[src/design/gpio_pin_pkg.sv]
package gpio_pin_pkg;

    // ************************************************************
    // Port dimensions
    // ************************************************************
    localparam int NPINS_DEF = 30;
    localparam int SRC_W = 2;
    localparam int NSRC = 1 << SRC_W;
    localparam int SYNC_STAGES = 2;
    localparam int LEVEL_LATENCY = SYNC_STAGES + 1;

    // ************************************************************
    // Drive configurations, three bits per pin
    // ************************************************************
    localparam logic [2:0] DM_INPUT_ONLY = 3'h0;
    localparam logic [2:0] DM_WEAK_UP_STRONG_DN = 3'h1;
    localparam logic [2:0] DM_STRONG_UP_WEAK_DN = 3'h2;
    localparam logic [2:0] DM_OD_DRIVE_LOW = 3'h3;
    localparam logic [2:0] DM_OD_DRIVE_HIGH = 3'h4;
    localparam logic [2:0] DM_STRONG = 3'h5;
    localparam logic [2:0] DM_WEAK = 3'h6;

    // ************************************************************
    // Routing sources of the pin matrix
    // ************************************************************
    localparam logic [SRC_W-1:0] SRC_GPIO = 2'h0;
    localparam logic [SRC_W-1:0] SRC_PERIPH = 2'h1;
    localparam logic [SRC_W-1:0] SRC_I2C = 2'h2;
    localparam logic [SRC_W-1:0] SRC_DEBUG = 2'h3;

    // Per-pin configuration written by software
    typedef struct packed {
        logic [2:0] drive_mode;
        logic lvttl_sel;
        logic in_en;
        logic out_en;
        logic slew_slow;
        logic [SRC_W-1:0] src_sel;
    } pin_cfg_s;

    // Per-pin controls that reach the pad cell
    typedef struct packed {
        logic drv_en;
        logic drv_val;
        logic pull_up;
        logic pull_dn;
        logic in_en;
        logic lvttl_sel;
        logic slew_slow;
        logic [SRC_W-1:0] src_sel;
    } pad_ctl_s;

    localparam pad_ctl_s PAD_DISABLED = '0;
    localparam logic SYNC_RST_VAL = 1'h0;

endpackage

[src/design/gpio_in_sync.sv]
module gpio_in_sync
    import gpio_pin_pkg::*;
#(
    parameter int W = NPINS_DEF
) (
    input wire logic clock_in,
    input wire logic sys_rst_in,
    input wire logic [W-1:0] din_in,
    output logic [W-1:0] dout_out
);

    logic [W-1:0] meta_r;
    logic [W-1:0] sync_r;

    // ************************************************************
    // Two-stage synchroniser
    // ************************************************************
    // Pads may toggle at any time; only the second stage is used
    always_ff @(posedge clock_in) begin
        if (sys_rst_in) begin
            meta_r <= {W{SYNC_RST_VAL}};
            sync_r <= {W{SYNC_RST_VAL}};
        end else begin
            meta_r <= din_in;
            sync_r <= meta_r;
        end
    end

    assign dout_out = sync_r;

endmodule

[src/design/gpio_pin_control.sv]
module gpio_pin_control
    import gpio_pin_pkg::*;
#(
    parameter int NPINS = NPINS_DEF
) (
    input wire logic clock_in,
    input wire logic sys_rst_in,
    input wire logic hold_in,
    input wire pin_cfg_s [NPINS-1:0] pin_cfg_in,
    input wire logic [NPINS-1:0][NSRC-1:0] src_dout_in,
    input wire logic [NPINS-1:0] pad_in_in,
    output logic [NPINS-1:0] pad_out_out,
    output logic [NPINS-1:0] pad_oe_out,
    output pad_ctl_s [NPINS-1:0] pad_ctl_out,
    output logic [NPINS-1:0] pin_level_out,
    output logic [NPINS-1:0][NSRC-1:0] src_din_out
);

    // ************************************************************
    // Drive decode
    // ************************************************************
    // Turns a configuration and an output bit into pad controls
    function automatic pad_ctl_s decode_pin(input pin_cfg_s cfg, input logic [NSRC-1:0] dout);
        pad_ctl_s ctl;
        logic [2:0] mode;
        logic d;
        ctl = PAD_DISABLED;
        d = dout[cfg.src_sel];
        // I2C needs a wired-AND bus, so the stored mode is overridden
        mode = (cfg.src_sel == SRC_I2C) ? DM_OD_DRIVE_LOW : cfg.drive_mode;
        ctl.drv_val = d;
        case (mode)
            DM_INPUT_ONLY: begin
                ctl.drv_en = 1'b0;
            end
            DM_WEAK_UP_STRONG_DN: begin
                ctl.drv_en = ~d;
                ctl.pull_up = d;
            end
            DM_STRONG_UP_WEAK_DN: begin
                ctl.drv_en = d;
                ctl.pull_dn = ~d;
            end
            DM_OD_DRIVE_LOW: begin
                ctl.drv_en = ~d;
            end
            DM_OD_DRIVE_HIGH: begin
                ctl.drv_en = d;
            end
            DM_STRONG: begin
                ctl.drv_en = 1'b1;
            end
            DM_WEAK: begin
                ctl.pull_up = d;
                ctl.pull_dn = ~d;
            end
            default: begin
                ctl.drv_en = 1'b0;
            end
        endcase
        // Output buffer off removes strong drive and pulls alike
        if (!cfg.out_en) begin
            ctl.drv_en = 1'b0;
            ctl.pull_up = 1'b0;
            ctl.pull_dn = 1'b0;
        end
        ctl.in_en = cfg.in_en;
        ctl.lvttl_sel = cfg.lvttl_sel;
        ctl.slew_slow = cfg.slew_slow;
        ctl.src_sel = cfg.src_sel;
        return ctl;
    endfunction

    pad_ctl_s [NPINS-1:0] ctl_r;
    pad_ctl_s [NPINS-1:0] ctl_nxt;
    logic [NPINS-1:0] level_r;
    logic [NPINS-1:0][NSRC-1:0] din_r;
    logic [NPINS-1:0] pad_sync;

    // ************************************************************
    // Pad control registers
    // ************************************************************
    // Next value for each pin of the port
    always_comb begin
        for (int i = 0; i < NPINS; i++) begin
            ctl_nxt[i] = decode_pin(pin_cfg_in[i], src_dout_in[i]);
        end
    end

    // Reset wins over hold so a reset always leaves pins safe
    always_ff @(posedge clock_in) begin
        if (sys_rst_in) begin
            ctl_r <= {NPINS{PAD_DISABLED}};
        end else if (!hold_in) begin
            ctl_r <= ctl_nxt;
        end
    end

    // Pad drive straight from flip-flops, no glitches on the pins
    always_comb begin
        for (int i = 0; i < NPINS; i++) begin
            pad_out_out[i] = ctl_r[i].drv_val;
            pad_oe_out[i] = ctl_r[i].drv_en;
        end
    end
    assign pad_ctl_out = ctl_r;

    // ************************************************************
    // Input path
    // ************************************************************
    gpio_in_sync #(
        .W(NPINS)
    ) u_in_sync (
        .clock_in(clock_in),
        .sys_rst_in(sys_rst_in),
        .din_in(pad_in_in),
        .dout_out(pad_sync)
    );

    // Level reads zero while the input buffer is off
    always_ff @(posedge clock_in) begin
        if (sys_rst_in) begin
            level_r <= '0;
        end else begin
            for (int i = 0; i < NPINS; i++) begin
                level_r[i] <= ctl_r[i].in_en & pad_sync[i];
            end
        end
    end

    // Input reaches only the source the matrix selected
    always_ff @(posedge clock_in) begin
        if (sys_rst_in) begin
            din_r <= '0;
        end else begin
            for (int i = 0; i < NPINS; i++) begin
                for (int s = 0; s < NSRC; s++) begin
                    din_r[i][s] <= ctl_r[i].in_en & pad_sync[i]
                        & (ctl_r[i].src_sel == SRC_W'(s));
                end
            end
        end
    end

    assign pin_level_out = level_r;
    assign src_din_out = din_r;

    // ************************************************************
    // Checks
    // ************************************************************
    for (genvar g = 0; g < NPINS; g++) begin : g_chk
        logic upd;
        assign upd = !hold_in && !sys_rst_in;

        a_reset_disables: assert property (
            @(posedge clock_in) sys_rst_in |=> !pad_oe_out[g] && !pad_ctl_out[g].pull_up
                && !pad_ctl_out[g].pull_dn && !pad_ctl_out[g].in_en && !pin_level_out[g])
            else $error("pin not disabled after reset");

        a_hold_freezes: assert property (
            @(posedge clock_in) disable iff (sys_rst_in)
            hold_in |=> $stable(pad_ctl_out[g]))
            else $error("pin changed while held");

        a_input_only: assert property (
            @(posedge clock_in) disable iff (sys_rst_in)
            upd && pin_cfg_in[g].drive_mode == DM_INPUT_ONLY
                && pin_cfg_in[g].src_sel != SRC_I2C
            |=> !pad_oe_out[g] && !pad_ctl_out[g].pull_up && !pad_ctl_out[g].pull_dn)
            else $error("input-only pin drives");

        a_strong_both: assert property (
            @(posedge clock_in) disable iff (sys_rst_in)
            upd && pin_cfg_in[g].drive_mode == DM_STRONG && pin_cfg_in[g].out_en
                && pin_cfg_in[g].src_sel != SRC_I2C
            |=> pad_oe_out[g] && pad_out_out[g] == $past(src_dout_in[g][pin_cfg_in[g].src_sel]))
            else $error("strong mode wrong drive");

        a_weak_pulls: assert property (
            @(posedge clock_in) disable iff (sys_rst_in)
            upd && pin_cfg_in[g].drive_mode == DM_WEAK && pin_cfg_in[g].out_en
                && pin_cfg_in[g].src_sel != SRC_I2C
            |=> !pad_oe_out[g] && (pad_ctl_out[g].pull_up != pad_ctl_out[g].pull_dn)
                && pad_ctl_out[g].pull_up == pad_out_out[g])
            else $error("weak mode wrong pulls");

        a_i2c_open_drain: assert property (
            @(posedge clock_in) disable iff (sys_rst_in)
            upd && pin_cfg_in[g].src_sel == SRC_I2C && pin_cfg_in[g].out_en
            |=> !pad_ctl_out[g].pull_up && (pad_oe_out[g] == !pad_out_out[g])
                && pad_out_out[g] == $past(src_dout_in[g][SRC_I2C]))
            else $error("i2c pin not open drain");

        a_outbuf_off: assert property (
            @(posedge clock_in) disable iff (sys_rst_in)
            upd && !pin_cfg_in[g].out_en
            |=> !pad_oe_out[g] && !pad_ctl_out[g].pull_up && !pad_ctl_out[g].pull_dn)
            else $error("disabled output still drives");

        a_inbuf_off: assert property (
            @(posedge clock_in) disable iff (sys_rst_in)
            !pad_ctl_out[g].in_en |=> !pin_level_out[g] && src_din_out[g] == '0)
            else $error("disabled input still reads");

        a_level_latency: assert property (
            @(posedge clock_in) disable iff (sys_rst_in)
            // A reset in any of the last three cycles empties the synchroniser
            !$past(sys_rst_in) && !$past(sys_rst_in, 2) && !$past(sys_rst_in, 3)
                && $past(pad_ctl_out[g].in_en)
            |-> pin_level_out[g] == $past(pad_in_in[g], 3))
            else $error("pin level wrong or late");

        a_thresh_slew: assert property (
            @(posedge clock_in) disable iff (sys_rst_in)
            upd |=> pad_ctl_out[g].lvttl_sel == $past(pin_cfg_in[g].lvttl_sel)
                && pad_ctl_out[g].slew_slow == $past(pin_cfg_in[g].slew_slow))
            else $error("threshold or slew not applied");

        a_route_one: assert property (
            @(posedge clock_in) disable iff (sys_rst_in)
            $onehot0(src_din_out[g]) && (src_din_out[g] == '0 || pin_level_out[g])
                && src_din_out[g][$past(pad_ctl_out[g].src_sel)] == pin_level_out[g])
            else $error("input routed to wrong sources");
    end

endmodule

[config.mk]
export PLATFORM = sky130hd
export DESIGN_NAME = gpio_pin_control
export DESIGN_NICKNAME = d
export VERILOG_FILES = /design/src/design/gpio_pin_pkg.sv /design/src/design/gpio_in_sync.sv /design/src/design/gpio_pin_control.sv
export SDC_FILE = /design/constraint.sdc
export NUM_CORES = 1
export LEC_CHECK = 0
export ABC_CLOCK_PERIOD_IN_PS = 1200
export BUFFER_PORTS_ARGS = -buffer_cell sky130_fd_sc_hd__buf_2
export CAP_MARGIN = 10
export CORE_AREA = 2 2 351 353
export DETAILED_ROUTE_END_ITERATION = 12
export DIE_AREA = 0 0 353 355
export GPL_TIMING_DRIVEN = 1
export PLACE_DENSITY = 0.36
export SLEW_MARGIN = 20
export SYNTH_ARGS = -nofsm -noshare
export SYNTH_HDL_FRONTEND = slang
export SYNTH_SLANG_ARGS = --single-unit
[constraint.sdc]
create_clock -name clock_in -period 1.2 [get_ports clock_in]
set_input_delay 0.12 -clock clock_in [delete_from_list [all_inputs] [get_ports clock_in]]
set_output_delay 0.12 -clock clock_in [all_outputs]
set_load 0.005 [all_outputs]
==> out/summary.md, run 1 <==
The class of the worst hold path is input port to register. The largest total area in the synthesized netlist belongs to dfxtp_1. The run gives 128 as the floorplan row count.

Across the whole layout, storage elements account for 0.0103 mm^2. In the global route stage, overall resource usage came out at 14.5%. The tools report the maximum number of pins on one net before global-route repair as 33. Internal power comes to 0.0315 W. The analysis attributes to cell leakage a power of 16.4 nW. Among cell families on the critical path, the largest total delay comes from flip-flops. TritonCTS built the clock tree. The clock latency on the worst-skew pair is 650 ps, and the share of total power in sequential cells is 40.0%. The cell sitting at the root of the clock tree is a clkbuf_16. The switching part of the total power came out at 25.7%. The power density over cell area is 1170 mW/mm^2. The multi-input logic area was 0.00910 mm^2. In this run, synthesis produced a sequential element count of 480. For this run, the share of the core covered by cells in the final layout is 29.8%. The flow ran to the end, but the final reports show violations. Counting the buffers created by CTS gives 58. For this run the aggregate overflow at the end of global routing stands at 0. From synthesis to final layout, the design area changed by 84.6%. Measured along the x axis, the die boundary spans 353 um. The final clock skew is 15.4 ps, and the die footprint is 0.125 mm^2.

The H-tree depth was 2; the netlist area before placement was 0.0196 mm^2. Traced cell by cell, the critical path runs through buf_12 > buf_6. Input and output buffers added on the ports amount to 902. The logs give 814 for the violation count after the first detailed-route iteration and 1080 ps for the data required time at the worst endpoint. For this design, the slowest cell found on the critical path is dfxtp_2. The worst path arrival time was 1230 ps; the post-detailed-routing wire length was 95.1 mm. The total via count after detailed routing was 20500. The average detailed-routed wire length per instance works out to 18.3 um. In this run the worst path has a maximum fanout of 2.

The transition time at the pin with the least slew margin works out to 880 ps. The critical path start-end classification was register to output port. The fraction of final layout cells sized beyond drive strength 1 works out to 49.8%.

The total negative slack is -6180 ps. The number of nets in the synthesized netlist is 2481. The cell count after synthesis came out at 2058. The checks that failed: hold timing, setup timing.

The number of setup violations in the final report is 222, and the number of nets at the end of the flow is 3951. The HPWL reported at the end of detailed placement is 72.0 mm. The clock slew at the register clock pins of the worst setup and hold paths works out to 60 ps. Static timing analysis puts the maximum clock frequency at 742 MHz. For this run, the number of Yosys warnings is 0.

The summed area of non-filler cells in the final layout was 0.0362 mm^2; the number of sinks driven by the clock tree was 480. The critical path contains buffers and inverters numbering 2 combined. The number of global-route vias before repair came out at 21200.

The logs give 30 ps for the setup slack of the worst register-to-register path and 5 for the total iterations of the first detailed-routing run. VDD sags by at most 1.09 mV. The initial antenna violation count came out at 26. For the post-route worst hold slack, the log shows -14.1 ps.

Sequential cells were found to cover 49.1% of the synthesized design area. Per report_power, the clock group accounts for 44.0% of the total. Yosys mapped a number of flops with a built-in enable equal to 0. After synthesis, the mean cell area works out to 9.52 um^2. The run gives -147 ps as the final setup slack of the worst path. The tool flagged a number of max-cap violations equal to 0. The number of nets still failing antenna checks after routing was 0. For this configuration, the core starts out at a cell density of 16.1%. Count of pins on the block boundary: 903. The maximum root-to-sink buffer count is 3, and the post-detailed-route via-to-cell ratio is 3.93.

The time the final worst path needs with I/O delays and setup is 1350 ps, and the die boundary height is 355 um. Counting distinct cell types in the post-synthesis netlist gives 40. The first global-routing pass estimated 138 mm of wire.

The number of fillers in the final layout is 13000, and the share of the synthesized area in the top cell type is 49.1%. Setup repair after global routing could not meet its margin everywhere. The logs give 1 for the hold violation count in the final report and 0 for the total DRC errors in the routed layout.

Total power for the finished layout comes to 0.0424 W. The run gives 0 as the number of pins exceeding their max-slew limit in the final report. The placed cell area came out at 0.0268 mm^2. The worst setup path is captured at an output port. The proportion of synthesized flip-flops having asynchronous set or reset works out to 0%. The worst pin sits at a relative slew slack of 41.3%. In this run the standard cell core region covers 0.121 mm^2. The tools report the startpoint class of the critical path as a register. For the routability-driven placement congestion ratio, the log shows 0.851. The most used flip-flop cell after synthesis is dfxtp_1.

After synthesis, the cell types taking the most area are dfxtp_1 49%, mux2i_1 9.4%, nor2b_1 5.7%, nor2_1 4.1%, nand2_1 3.5%. In this run the power spent charging and discharging nets is 0.0109 W. Final cycle utilization of the critical path: 112%. In this run, the combinational gates consume 15.9% of the power. For this run, the slowest stage of the critical path takes 330 ps.
==> power by group through the flow <==
stage	logic, W	registers (W)	clock network, W
after detailed placement	0.00475	0.0174	0
final	0.00675	0.0170	0.0187
after floorplan	0.00217	0.0172	0
after CTS	0.00665	0.0170	0.0193
after global routing	0.00732	0.0170	0.0200
after global placement	0.00478	0.0174	0
==> cells in the mapped netlist, types with 29 or more instances <==
cell type and number:
a21bo_2 29, nand2b_1 31, nand4_1 29, buf_4 76, o221a_1 29, or2_2 30
nand2_1 183, mux2i_1 183, inv_1 36, nor3_1 30, nor2b_1 177, a311oi_1 29
clkbuf_1 33, a21oi_1 59, mux2_2 29, dfxtp_1 480, o31ai_1 29, nand4b_1 29
nor2_1 212, o21ai_0 73, nand3_1 30, and3_1 30, nor3b_1 59, or3b_2 29
o22a_1 29
==> path summary, 6_finish.rpt <==
| check | startpoint | endpoint | cells past startpoint |
|---|---|---|---|
| worst max register to register | pad_ctl_out[67]$_SDFFE_PP0N_ | src_din_out[31]$_SDFF_PP0_ | 6 |
| worst min register to register | u_in_sync.meta_r[3]$_SDFF_PP0_ | u_in_sync.dout_out[3]$_SDFF_PP0_ | 1 |
| worst min-delay path | pin_cfg_in[28] | pad_ctl_out[33]$_SDFFE_PP0N_ | 4 |
| worst max-delay path | pad_ctl_out[118]$_SDFFE_PP0N_ | pad_ctl_out[118] | 2 |
==> what timing repair did <==
item                                   CTS  global route
setup buffers                           99             9
endpoints found under the hold margin  299             6
setup endpoints to repair              482           552
hold buffers                           375             4
resized for setup                      670           173
pin swaps                                0            13
==> layout make-up <==
type | instances | share of cell area (%)
repair buffers | 1547 | 34.6
flip-flops and latches | 480 | 28.4
multi-input cells | 1381 | 25.2
well taps | 1625 | 5.62
clock buffers | 79 | 4.45
clock inverters | 25 | 1.07
inverters | 60 | 0.623
diodes | 7 | 0.0485
==> flip-flops by register name, summed over array words and instances (netlist names) <==
signal / flops
src_din_out: 120
pad_ctl_out: 270
u_in_sync.meta_r: 30
u_in_sync.dout_out: 30
pin_level_out: 30
==> worst register-to-register path, delay by kind of cell, from the launching register on <==
kind	cells	cell delay [ps]
buffers and inverters	3	280
and+or+nand+nor	3	490
DFF	1	340
==> cell families (layout without fill, tap and decap cells) <==
| group | count (synthesis) | in the layout | share of synthesized area [%] |
|---|---|---|---|
| and+or+nand+nor | 871 | 871 | 23.5 |
| DFF | 480 | 480 | 49.1 |
| AOI/OAI and AO/OA | 297 | 297 | 10.8 |
| muxes | 213 | 213 | 11.1 |
| buffers and inverters | 197 | 1711 | 5.50 |
| other | 0 | 7 | 0 |
==> cell usage in the layout, fill, tap and decap left out, types with 29 or more instances in the layout <==
| cell type | instances |
|---|---|
| dfxtp_4 | 95 |
| dlygate4sd3_1 | 359 |
| nor2b_1 | 177 |
| nor2_1 | 212 |
| o221a_1 | 29 |
| or3b_2 | 29 |
| buf_4 | 260 |
| dfxtp_2 | 242 |
| nor3_1 | 30 |
| clkbuf_16 | 58 |
| and3_1 | 29 |
| dfxtp_1 | 143 |
| nand2_1 | 182 |
| inv_1 | 36 |
| nand4_1 | 29 |
| mux2i_1 | 183 |
| a21oi_1 | 59 |
| nand3_1 | 30 |
| buf_6 | 307 |
| o21ai_0 | 72 |
| nand4b_1 | 29 |
| nor3b_1 | 57 |
| buf_2 | 588 |
| o22a_1 | 29 |
| a21bo_2 | 29 |
| nand2b_1 | 31 |
==> through the flow <==
| step | setup WS (ps) | std cells |
|---|---|---|
| global route | -226 | 5201 |
| global placement | -173 | 4620 |
| CTS | -238 | 5194 |
| finish | -147 | 5204 |
| detailed placement | -203 | 4620 |
| floorplan | 85.1 | 2058 |
==> per-layer routing <==
metal	part of all wire [%]	global-route usage [%]	vias up
li1	-	-	10100
met4	2.3	3.31	12
met5	0.075	0	-
met1	41	16.9	9603
met2	50	26.4	664
met3	6.6	3.88	116
(Power assumes the default switching activity.)
==> inputs of run 2 (changes only) <==
- PLACE_DENSITY: 0.36 -> 0.38
==> out/summary.md, run 2 (synthesis gave the netlist of run 1 again) <==
The summed area of non-filler cells in the final layout is 0.0363 mm^2 (was 0.0362 mm^2). The cell type group with the largest total delay on the critical path is flip-flops (unchanged). The tools report the max-cap check violation count as 0 (unchanged). The clock latency on the worst-skew pair came out at 640 ps (was 650 ps). The H-tree depth was 2 (unchanged); the initial standard-cell utilization of the core was 16.1% (unchanged).

The die boundary height came out at 355 um (unchanged). The first-pass GRT wire length is 135 mm (was 138 mm), and the final cycle utilization of the critical path is 106% (was 112%). TritonCTS built the clock tree. The number of fillers in the final layout is 13000 (about the same).

The flow ran to the end, but the final reports show violations. The run gives 29.9% (was 29.8%) as the fraction of the core area covered by cells at the end of the flow. The final clock skew is 19.8 ps (was 15.4 ps).

For the maximum root-to-sink buffer count, the log shows 3 (unchanged). The critical path's slowest cell was dfxtp_4 (was dfxtp_2). Most frequent cells in the layout: 594 x buf_2, 357 x dlygate4sd3_1, 301 x buf_6 (was 588 x buf_2, 359 x dlygate4sd3_1, 307 x buf_6).

The fraction of final layout cells sized beyond drive strength 1 works out to 50.7% (was 49.8%). Floorplan row count: 128 (unchanged). The area growth from synthesis to layout is 85.3% (was 84.6%). The stage delay of the slowest cell on the critical path is 410 ps (was 330 ps).

The area inside the core boundary came out at 0.121 mm^2 (unchanged). The tools report the number of buffers added by the clock tree synthesis step as 59 (was 58). The hold violation count in the final report is 2 (was 1), and the data required time at the worst endpoint is 1080 ps (about the same). The buffer type at the clock tree root was clkbuf_16 (unchanged). The post-detailed-routing wire length came out at 93.0 mm (was 95.1 mm).

The startpoint class of the critical path is a register (unchanged). Global-route usage over all layers: 14.1% (was 14.5%). The number of global-route vias before repair was 21100 (was 21200); the final setup slack of the worst path was -75.8 ps (was -147 ps). The combined buffer and inverter count along the critical path came out at 1 (was 2). The overall overflow remaining after global route is 0 (unchanged). The count of pins on the block boundary is 903 (unchanged), and the port buffer count is 902 (unchanged).

The class of the worst hold path was input port to register (unchanged). Failing checks: hold timing, setup timing (unchanged). The worst vdd rail ir drop is 1.01 mV (was 1.09 mV), and the post-detailed-route via-to-cell ratio is 3.94 (was 3.93). The placed cell area was 0.0267 mm^2 (was 0.0268 mm^2); the die width was 353 um (unchanged). Tightest slew margin relative to the limit: 46.9% (was 41.3%). The leakage power of the design was 16.5 nW (was 16.4 nW); the average detailed-routed wire length per instance was 17.8 um (was 18.3 um). The HPWL reported at the end of detailed placement was 70.4 mm (was 72.0 mm); the violation count after the first detailed-route iteration was 911 (was 814).

The total via count after detailed routing is 20500 (about the same), and the total iterations of the first detailed-routing run is 5 (unchanged). The number of sinks driven by the clock tree is 480 (unchanged), and the power density over cell area is 1170 mW/mm^2 (about the same). The maximum operating frequency is 784 MHz (was 742 MHz), and the number of flip-flops under the largest register name is 270 (unchanged). The initial antenna violation count came out at 33 (was 26). The clock slew at the register clock pins of the worst setup and hold paths was 60 ps (about the same). Setup repair after global routing could not meet its margin everywhere. Worst path arrival time: 1160 ps (was 1230 ps). The run gives 0 (unchanged) as the number of pins exceeding their max-slew limit in the final report. Crit-path cells: buf_6 (was buf_12 > buf_6). The logs give 51 (was 33) for the maximum number of pins on one net before global-route repair and 5216 (was 5204) for the post-layout instance count excluding filler cells. The critical path start-end classification was register to output port (unchanged). Post-route worst hold slack: -26.8 ps (was -14.1 ps). The maximum net fanout on the critical path works out to 3 (was 2).

The tools report the number of setup violations in the final report as 200 (was 222). For the total DRC errors in the routed layout, the log shows 0 (unchanged). Routability-driven placement congestion ratio: 0.810 (was 0.851). The run gives 4616 (was 4620) as the total placed cells including tap cells.

Time the final worst path needs with I/O delays and setup: 1280 ps (was 1350 ps). The tools report the die footprint as 0.125 mm^2 (unchanged). The most frequent standard cell in the layout excluding fill and tap cells was buf_2 (unchanged). The total negative slack was -4620 ps (was -6180 ps); the number of nets still failing antenna checks after routing was 0 (unchanged). The number of nets at the end of the flow is 3962 (was 3951), and the transition time at the pin with the least slew margin is 797 ps (was 880 ps). The tools report the endpoint type of the worst setup path as an output port (unchanged).
==> run 2: final timing paths <==
path	end	slack, ps	cells past startpoint	start
worst max-delay path	pad_ctl_out[125]	-80	1	pad_ctl_out[125]$_SDFFE_PP0N_
worst min register to register	u_in_sync.dout_out[21]$_SDFF_PP0_	430	1	u_in_sync.meta_r[21]$_SDFF_PP0_
worst min-delay path	pad_ctl_out[116]$_SDFFE_PP0N_	-30	4	pin_cfg_in[109]
worst max register to register	src_din_out[107]$_SDFF_PP0_	10	6	pad_ctl_out[238]$_SDFFE_PP0N_
==> run 2: layout make-up <==
type | instances | area (um^2) | share of cell area (%)
Antenna cell | 7 | 17.5 | 0.0483
Clock buffer | 91 | 1820 | 5.01
Clock inverter | 15 | 221 | 0.610
Inverter | 60 | 225 | 0.621
Multi-Input combinational cell | 1381 | 9240 | 25.5
Sequential cell | 480 | 10300 | 28.3
Tap cell | 1625 | 2030 | 5.60
Timing Repair Buffer | 1557 | 12500 | 34.3
==> run 2: per-layer routing <==
metal / GRT usage, % / vias to the layer above / share of wire, %
li1: - / 10100 / -
met1: 16.8 / 9642 / 41
met2: 24.5 / 647 / 48
met3: 4.10 / 156 / 7.3
met4: 4.44 / 24 / 2.7
met5: 0 / - / 0.16
==> run 2: metrics by stage <==
step / setup slack [ps] / power (W) / hold slack (ps)
3_3_place_gp: -311 / 0.0220 / 330
2_1_floorplan: 85.1 / 0.0194 / 248
5_1_grt: -140 / 0.0444 / 3.60
6_report: -75.8 / 0.0424 / -26.8
3_5_place_dp: -265 / 0.0220 / 335
4_1_cts: -157 / 0.0429 / 0.270
==> run 2: timing repair <==
action	4_1_cts	5_1_grt
hold buffers	371	5
endpoints found under the hold margin	296	2
endpoints found under the setup margin	480	594
resized for setup	612	235
pin swaps	0	25
buffers inserted	104	18
==> run 2: report_power, final <==
group,internal [W],switching (W)
Clock,0.0114,0.00734
Combinational,0.00387,0.00287
Sequential,0.0165,0.000487
==> inputs of run 3 (changes only) <==
- ABC_AREA: not set -> 1
- CORE_AREA: 2 2 351 353 -> 2 2 352 354
- DIE_AREA: 0 0 353 355 -> 0 0 354 356
==> out/summary.md, run 3 <==
For the initial antenna violation count, the log shows 18 (was 33). The transition time at the pin with the least slew margin was 629 ps (was 797 ps). The total iterations of the first detailed-routing run came out at 8 (was 5). The tools report the buffer type at the clock tree root as clkbuf_16 (unchanged). The die width works out to 354 um (was 353 um). The time the final worst path needs with I/O delays and setup is 1350 ps (was 1280 ps). The tools report the hold violation count in the final report as 7 (was 2).

The run gives 2 (unchanged) as the H-tree depth. The cell type with the largest total area after synthesis was dfxtp_1 (unchanged). The logs give 0 (unchanged) for the number of pins exceeding their max-slew limit in the final report and 640 ps (about the same) for the clock latency on the worst-skew pair. The fraction of final layout cells sized beyond drive strength 1 came out at 39.0% (was 50.7%). The endpoint type of the worst setup path is an output port (unchanged). Multi-input logic area: 0.00800 mm^2 (was 0.00924 mm^2). The final cycle utilization of the critical path is 113% (was 106%). The run gives 58.1% (was 46.9%) as the tightest slew margin relative to the limit. TritonCTS built the clock tree. The die boundary height is 356 um (was 355 um).

The most common flop cell mapped by yosys was dfxtp_1 (unchanged). The run gives 3190 (was 2481) as the number of nets in the synthesized netlist. The tools report the global-route usage over all layers as 15.8% (was 14.1%). The tools report the total negative slack as -6620 ps (was -4620 ps). The max-cap check violation count was 0 (unchanged). The tools report the first-pass GRT wire length as 149 mm (was 135 mm). The count of pins on the block boundary is 903 (unchanged), and the total of flip-flops plus latches after synthesis is 480 (unchanged). The area occupied by registers was 0.0103 mm^2 (about the same). The tools report the critical register-to-register path startpoint as pad_ctl_out[175]$_SDFFE_PP0N_ (was pad_ctl_out[238]$_SDFFE_PP0N_).

The most frequent standard cell in the layout excluding fill and tap cells was nand2_1 (was buf_2). The number of cells on the worst reg-to-reg path was 5 (was 6). The maximum net fanout on the critical path is 2 (was 3), and the power density over cell area is 1180 mW/mm^2 (was 1170 mW/mm^2).

The placed cell area was 0.0265 mm^2 (was 0.0267 mm^2). The tools report the worst path arrival time as 1230 ps (was 1160 ps). The total DRC errors in the routed layout is 0 (unchanged), and the hold-critical path depth is 8 (was 4).

The proportion of synthesized flip-flops having asynchronous set or reset was 0% (unchanged). The critical path start-end classification was register to output port (unchanged). The area inside the core boundary came out at 0.123 mm^2 (was 0.121 mm^2). The fraction of the yosys area taken by sequential cells is 48.8% (was 49.1%).

The run gives 129 (was 128) as the floorplan row count. The mean instance size in the synthesized netlist is 7.12 um^2 (was 9.52 um^2). The class of the worst hold path was input port to register (unchanged). The tools report the HPWL reported at the end of detailed placement as 81.0 mm (was 70.4 mm). The run gives 0 (unchanged) as the number of warnings issued by yosys. The overall overflow remaining after global route is 0 (unchanged). The port buffer count was 902 (unchanged); the maximum number of pins on one net before global-route repair was 55 (was 51). The number of nets at the end of the flow was 4721 (was 3962); the final clock skew was 15.5 ps (was 19.8 ps).

For the number of buffers added by the clock tree synthesis step, the log shows 60 (was 59). The average detailed-routed wire length per instance is 17.7 um (was 17.8 um). Most frequent cells in the layout: 660 x nand2_1, 563 x buf_2, 477 x dlygate4sd3_1 (was 594 x buf_2, 357 x dlygate4sd3_1, 301 x buf_6).

The run gives 0.913 (was 0.810) as the routability-driven placement congestion ratio. Failing checks: hold timing, setup timing (unchanged). The post-detailed-route via-to-cell ratio was 3.94 (about the same); the worst vdd rail ir drop was 0.962 mV (was 1.01 mV). The post-route worst hold slack was -19.5 ps (was -26.8 ps); the number of sinks driven by the clock tree was 480 (unchanged). Post-synthesis cell count: 2767 (was 2058). The cell with the most instances after synthesis is nand2_1 (was dfxtp_1).

The total via count after detailed routing was 23600 (was 20500); the data required time at the worst endpoint was 1080 ps (about the same). Setup repair after global routing could not meet its margin everywhere. Synth cell count leaders: 677 x nand2_1, 480 x dfxtp_1, 360 x inv_1 (was 480 x dfxtp_1, 212 x nor2_1, 183 x mux2i_1, 183 x nand2_1, 177 x nor2b_1).

The flow ran to the end, but the final reports show violations. The number of fillers in the final layout came out at 13300 (was 13000). The number of flops mapped to enable cells by yosys was 0 (unchanged); the summed area of non-filler cells in the final layout was 0.0373 mm^2 (was 0.0363 mm^2). The startpoint class of the critical path was a register (unchanged).

The number of global-route vias before repair came out at 23100 (was 21100). The launch point of the critical path is pad_ctl_out[183]$_SDFFE_PP0N_ (was pad_ctl_out[125]$_SDFFE_PP0N_). The number of flip-flops under the largest register name is 270 (unchanged), and the maximum root-to-sink buffer count is 3 (unchanged). The run gives 0 (unchanged) as the number of nets still failing antenna checks after routing. The share of the synthesized area in the top cell type was 48.8% (was 49.1%); the clock slew at the register clock pins of the worst setup and hold paths was 60 ps (about the same). Area contributors post-synth: dfxtp_1 49%, nand2_1 13%, inv_1 6.9%, nor2_1 6.2%, nand3_1 6.1% (was dfxtp_1 49%, mux2i_1 9.4%, nor2b_1 5.7%, nor2_1 4.1%, nand2_1 3.5%).

The netlist area before placement is 0.0197 mm^2 (was 0.0196 mm^2), and the final setup slack of the worst path is -153 ps (was -75.8 ps). The die footprint was 0.126 mm^2 (was 0.125 mm^2). The tools report the worst hold path startpoint as pin_cfg_in[141] (was pin_cfg_in[109]). The initial standard-cell utilization of the core is 16.1% (about the same). The run gives 739 MHz (was 784 MHz) as the maximum operating frequency.

The violation count after the first detailed-route iteration came out at 1245 (was 911). The distinct cell type count after synthesis was 20 (was 40); the post-detailed-routing wire length was 106 mm (was 93.0 mm). The logs give 264 (was 200) for the number of setup violations in the final report and 18.2 nW (was 16.5 nW) for the leakage power of the design. Area growth from synthesis to layout: 89.6% (was 85.3%).
## run 3: cell count changes after synthesis, sizes merged, moves of 148 or more
cell   delta
nand2   +504
inv     +302
nand3   +210
mux2i   -184
nor2b   -177
a21oi   +148
## run 3: cell type report
type | instances | area share (%)
Inverter | 362 | 3.66
Timing Repair Buffer | 1624 | 36.3
Clock inverter | 33 | 1.19
Antenna cell | 8 | 0.0536
Sequential cell | 480 | 27.5
Multi-Input combinational cell | 1770 | 21.4
Clock buffer | 77 | 4.46
Tap cell | 1637 | 5.48
## run 3: final timing paths
| path | endpoint | slack (ps) |
|---|---|---|
| worst max-delay path | pad_ctl_out[183] | -150 |
| worst min register to register | u_in_sync.dout_out[0]$_SDFF_PP0_ | 390 |
| worst max register to register | src_din_out[76]$_SDFF_PP0_ | 30 |
| worst min-delay path | pad_ctl_out[141]$_SDFFE_PP0N_ | -20 |
## run 3: metal layers
| layer | vias up | part of all wire (%) | GRT usage, % |
|---|---|---|---|
| met1 | 10900 | 41 | 18.7 |
| met5 | - | 0.035 | 0 |
| met2 | 788 | 50 | 28.6 |
| met4 | 6 | 2.8 | 4.51 |
| met3 | 175 | 5.8 | 3.39 |
| li1 | 11700 | - | - |
## run 3: repair_timing
item | in CTS | in global routing
hold buffers | 504 | 24
resized for setup | 693 | 222
setup buffers | 98 | 30
hold endpoints to repair | 297 | 24
endpoints found under the setup margin | 480 | 538
pin swaps | 0 | 25
## run 3: per-stage QoR
| step | setup slack (ps) | total power, W | cells | util (%) |
|---|---|---|---|---|
| finish | -153 | 0.0442 | 5991 | 30.4 |
| global route | -245 | 0.0463 | 5987 | 30.4 |
| CTS | -253 | 0.0447 | 5978 | 29.7 |
| detailed placement | -96.2 | 0.0225 | 5268 | 21.6 |
| global placement | -111 | 0.0226 | 5268 | 21.6 |
| floorplan | 193 | 0.0197 | 2767 | - |
## run 3: worst max-delay path, cell delays in order, from the launching register on
cell,delay (ps)
dfxtp_2,330
buf_8,130
buf_6,110
## run 3: kinds of logic after synthesis
family | synth area share [%]
flops | 48.8
compound gates | 10.4
simple gates | 29.1
buf+inv | 11.7
## run 3: power by group
group	leakage, nW	internal, W	switching, W
clock	1.02	0.0118	0.00778
combinational	13.1	0.00396	0.00361
sequential	4.10	0.0166	0.000515
total	18.2	0.0323	0.0119
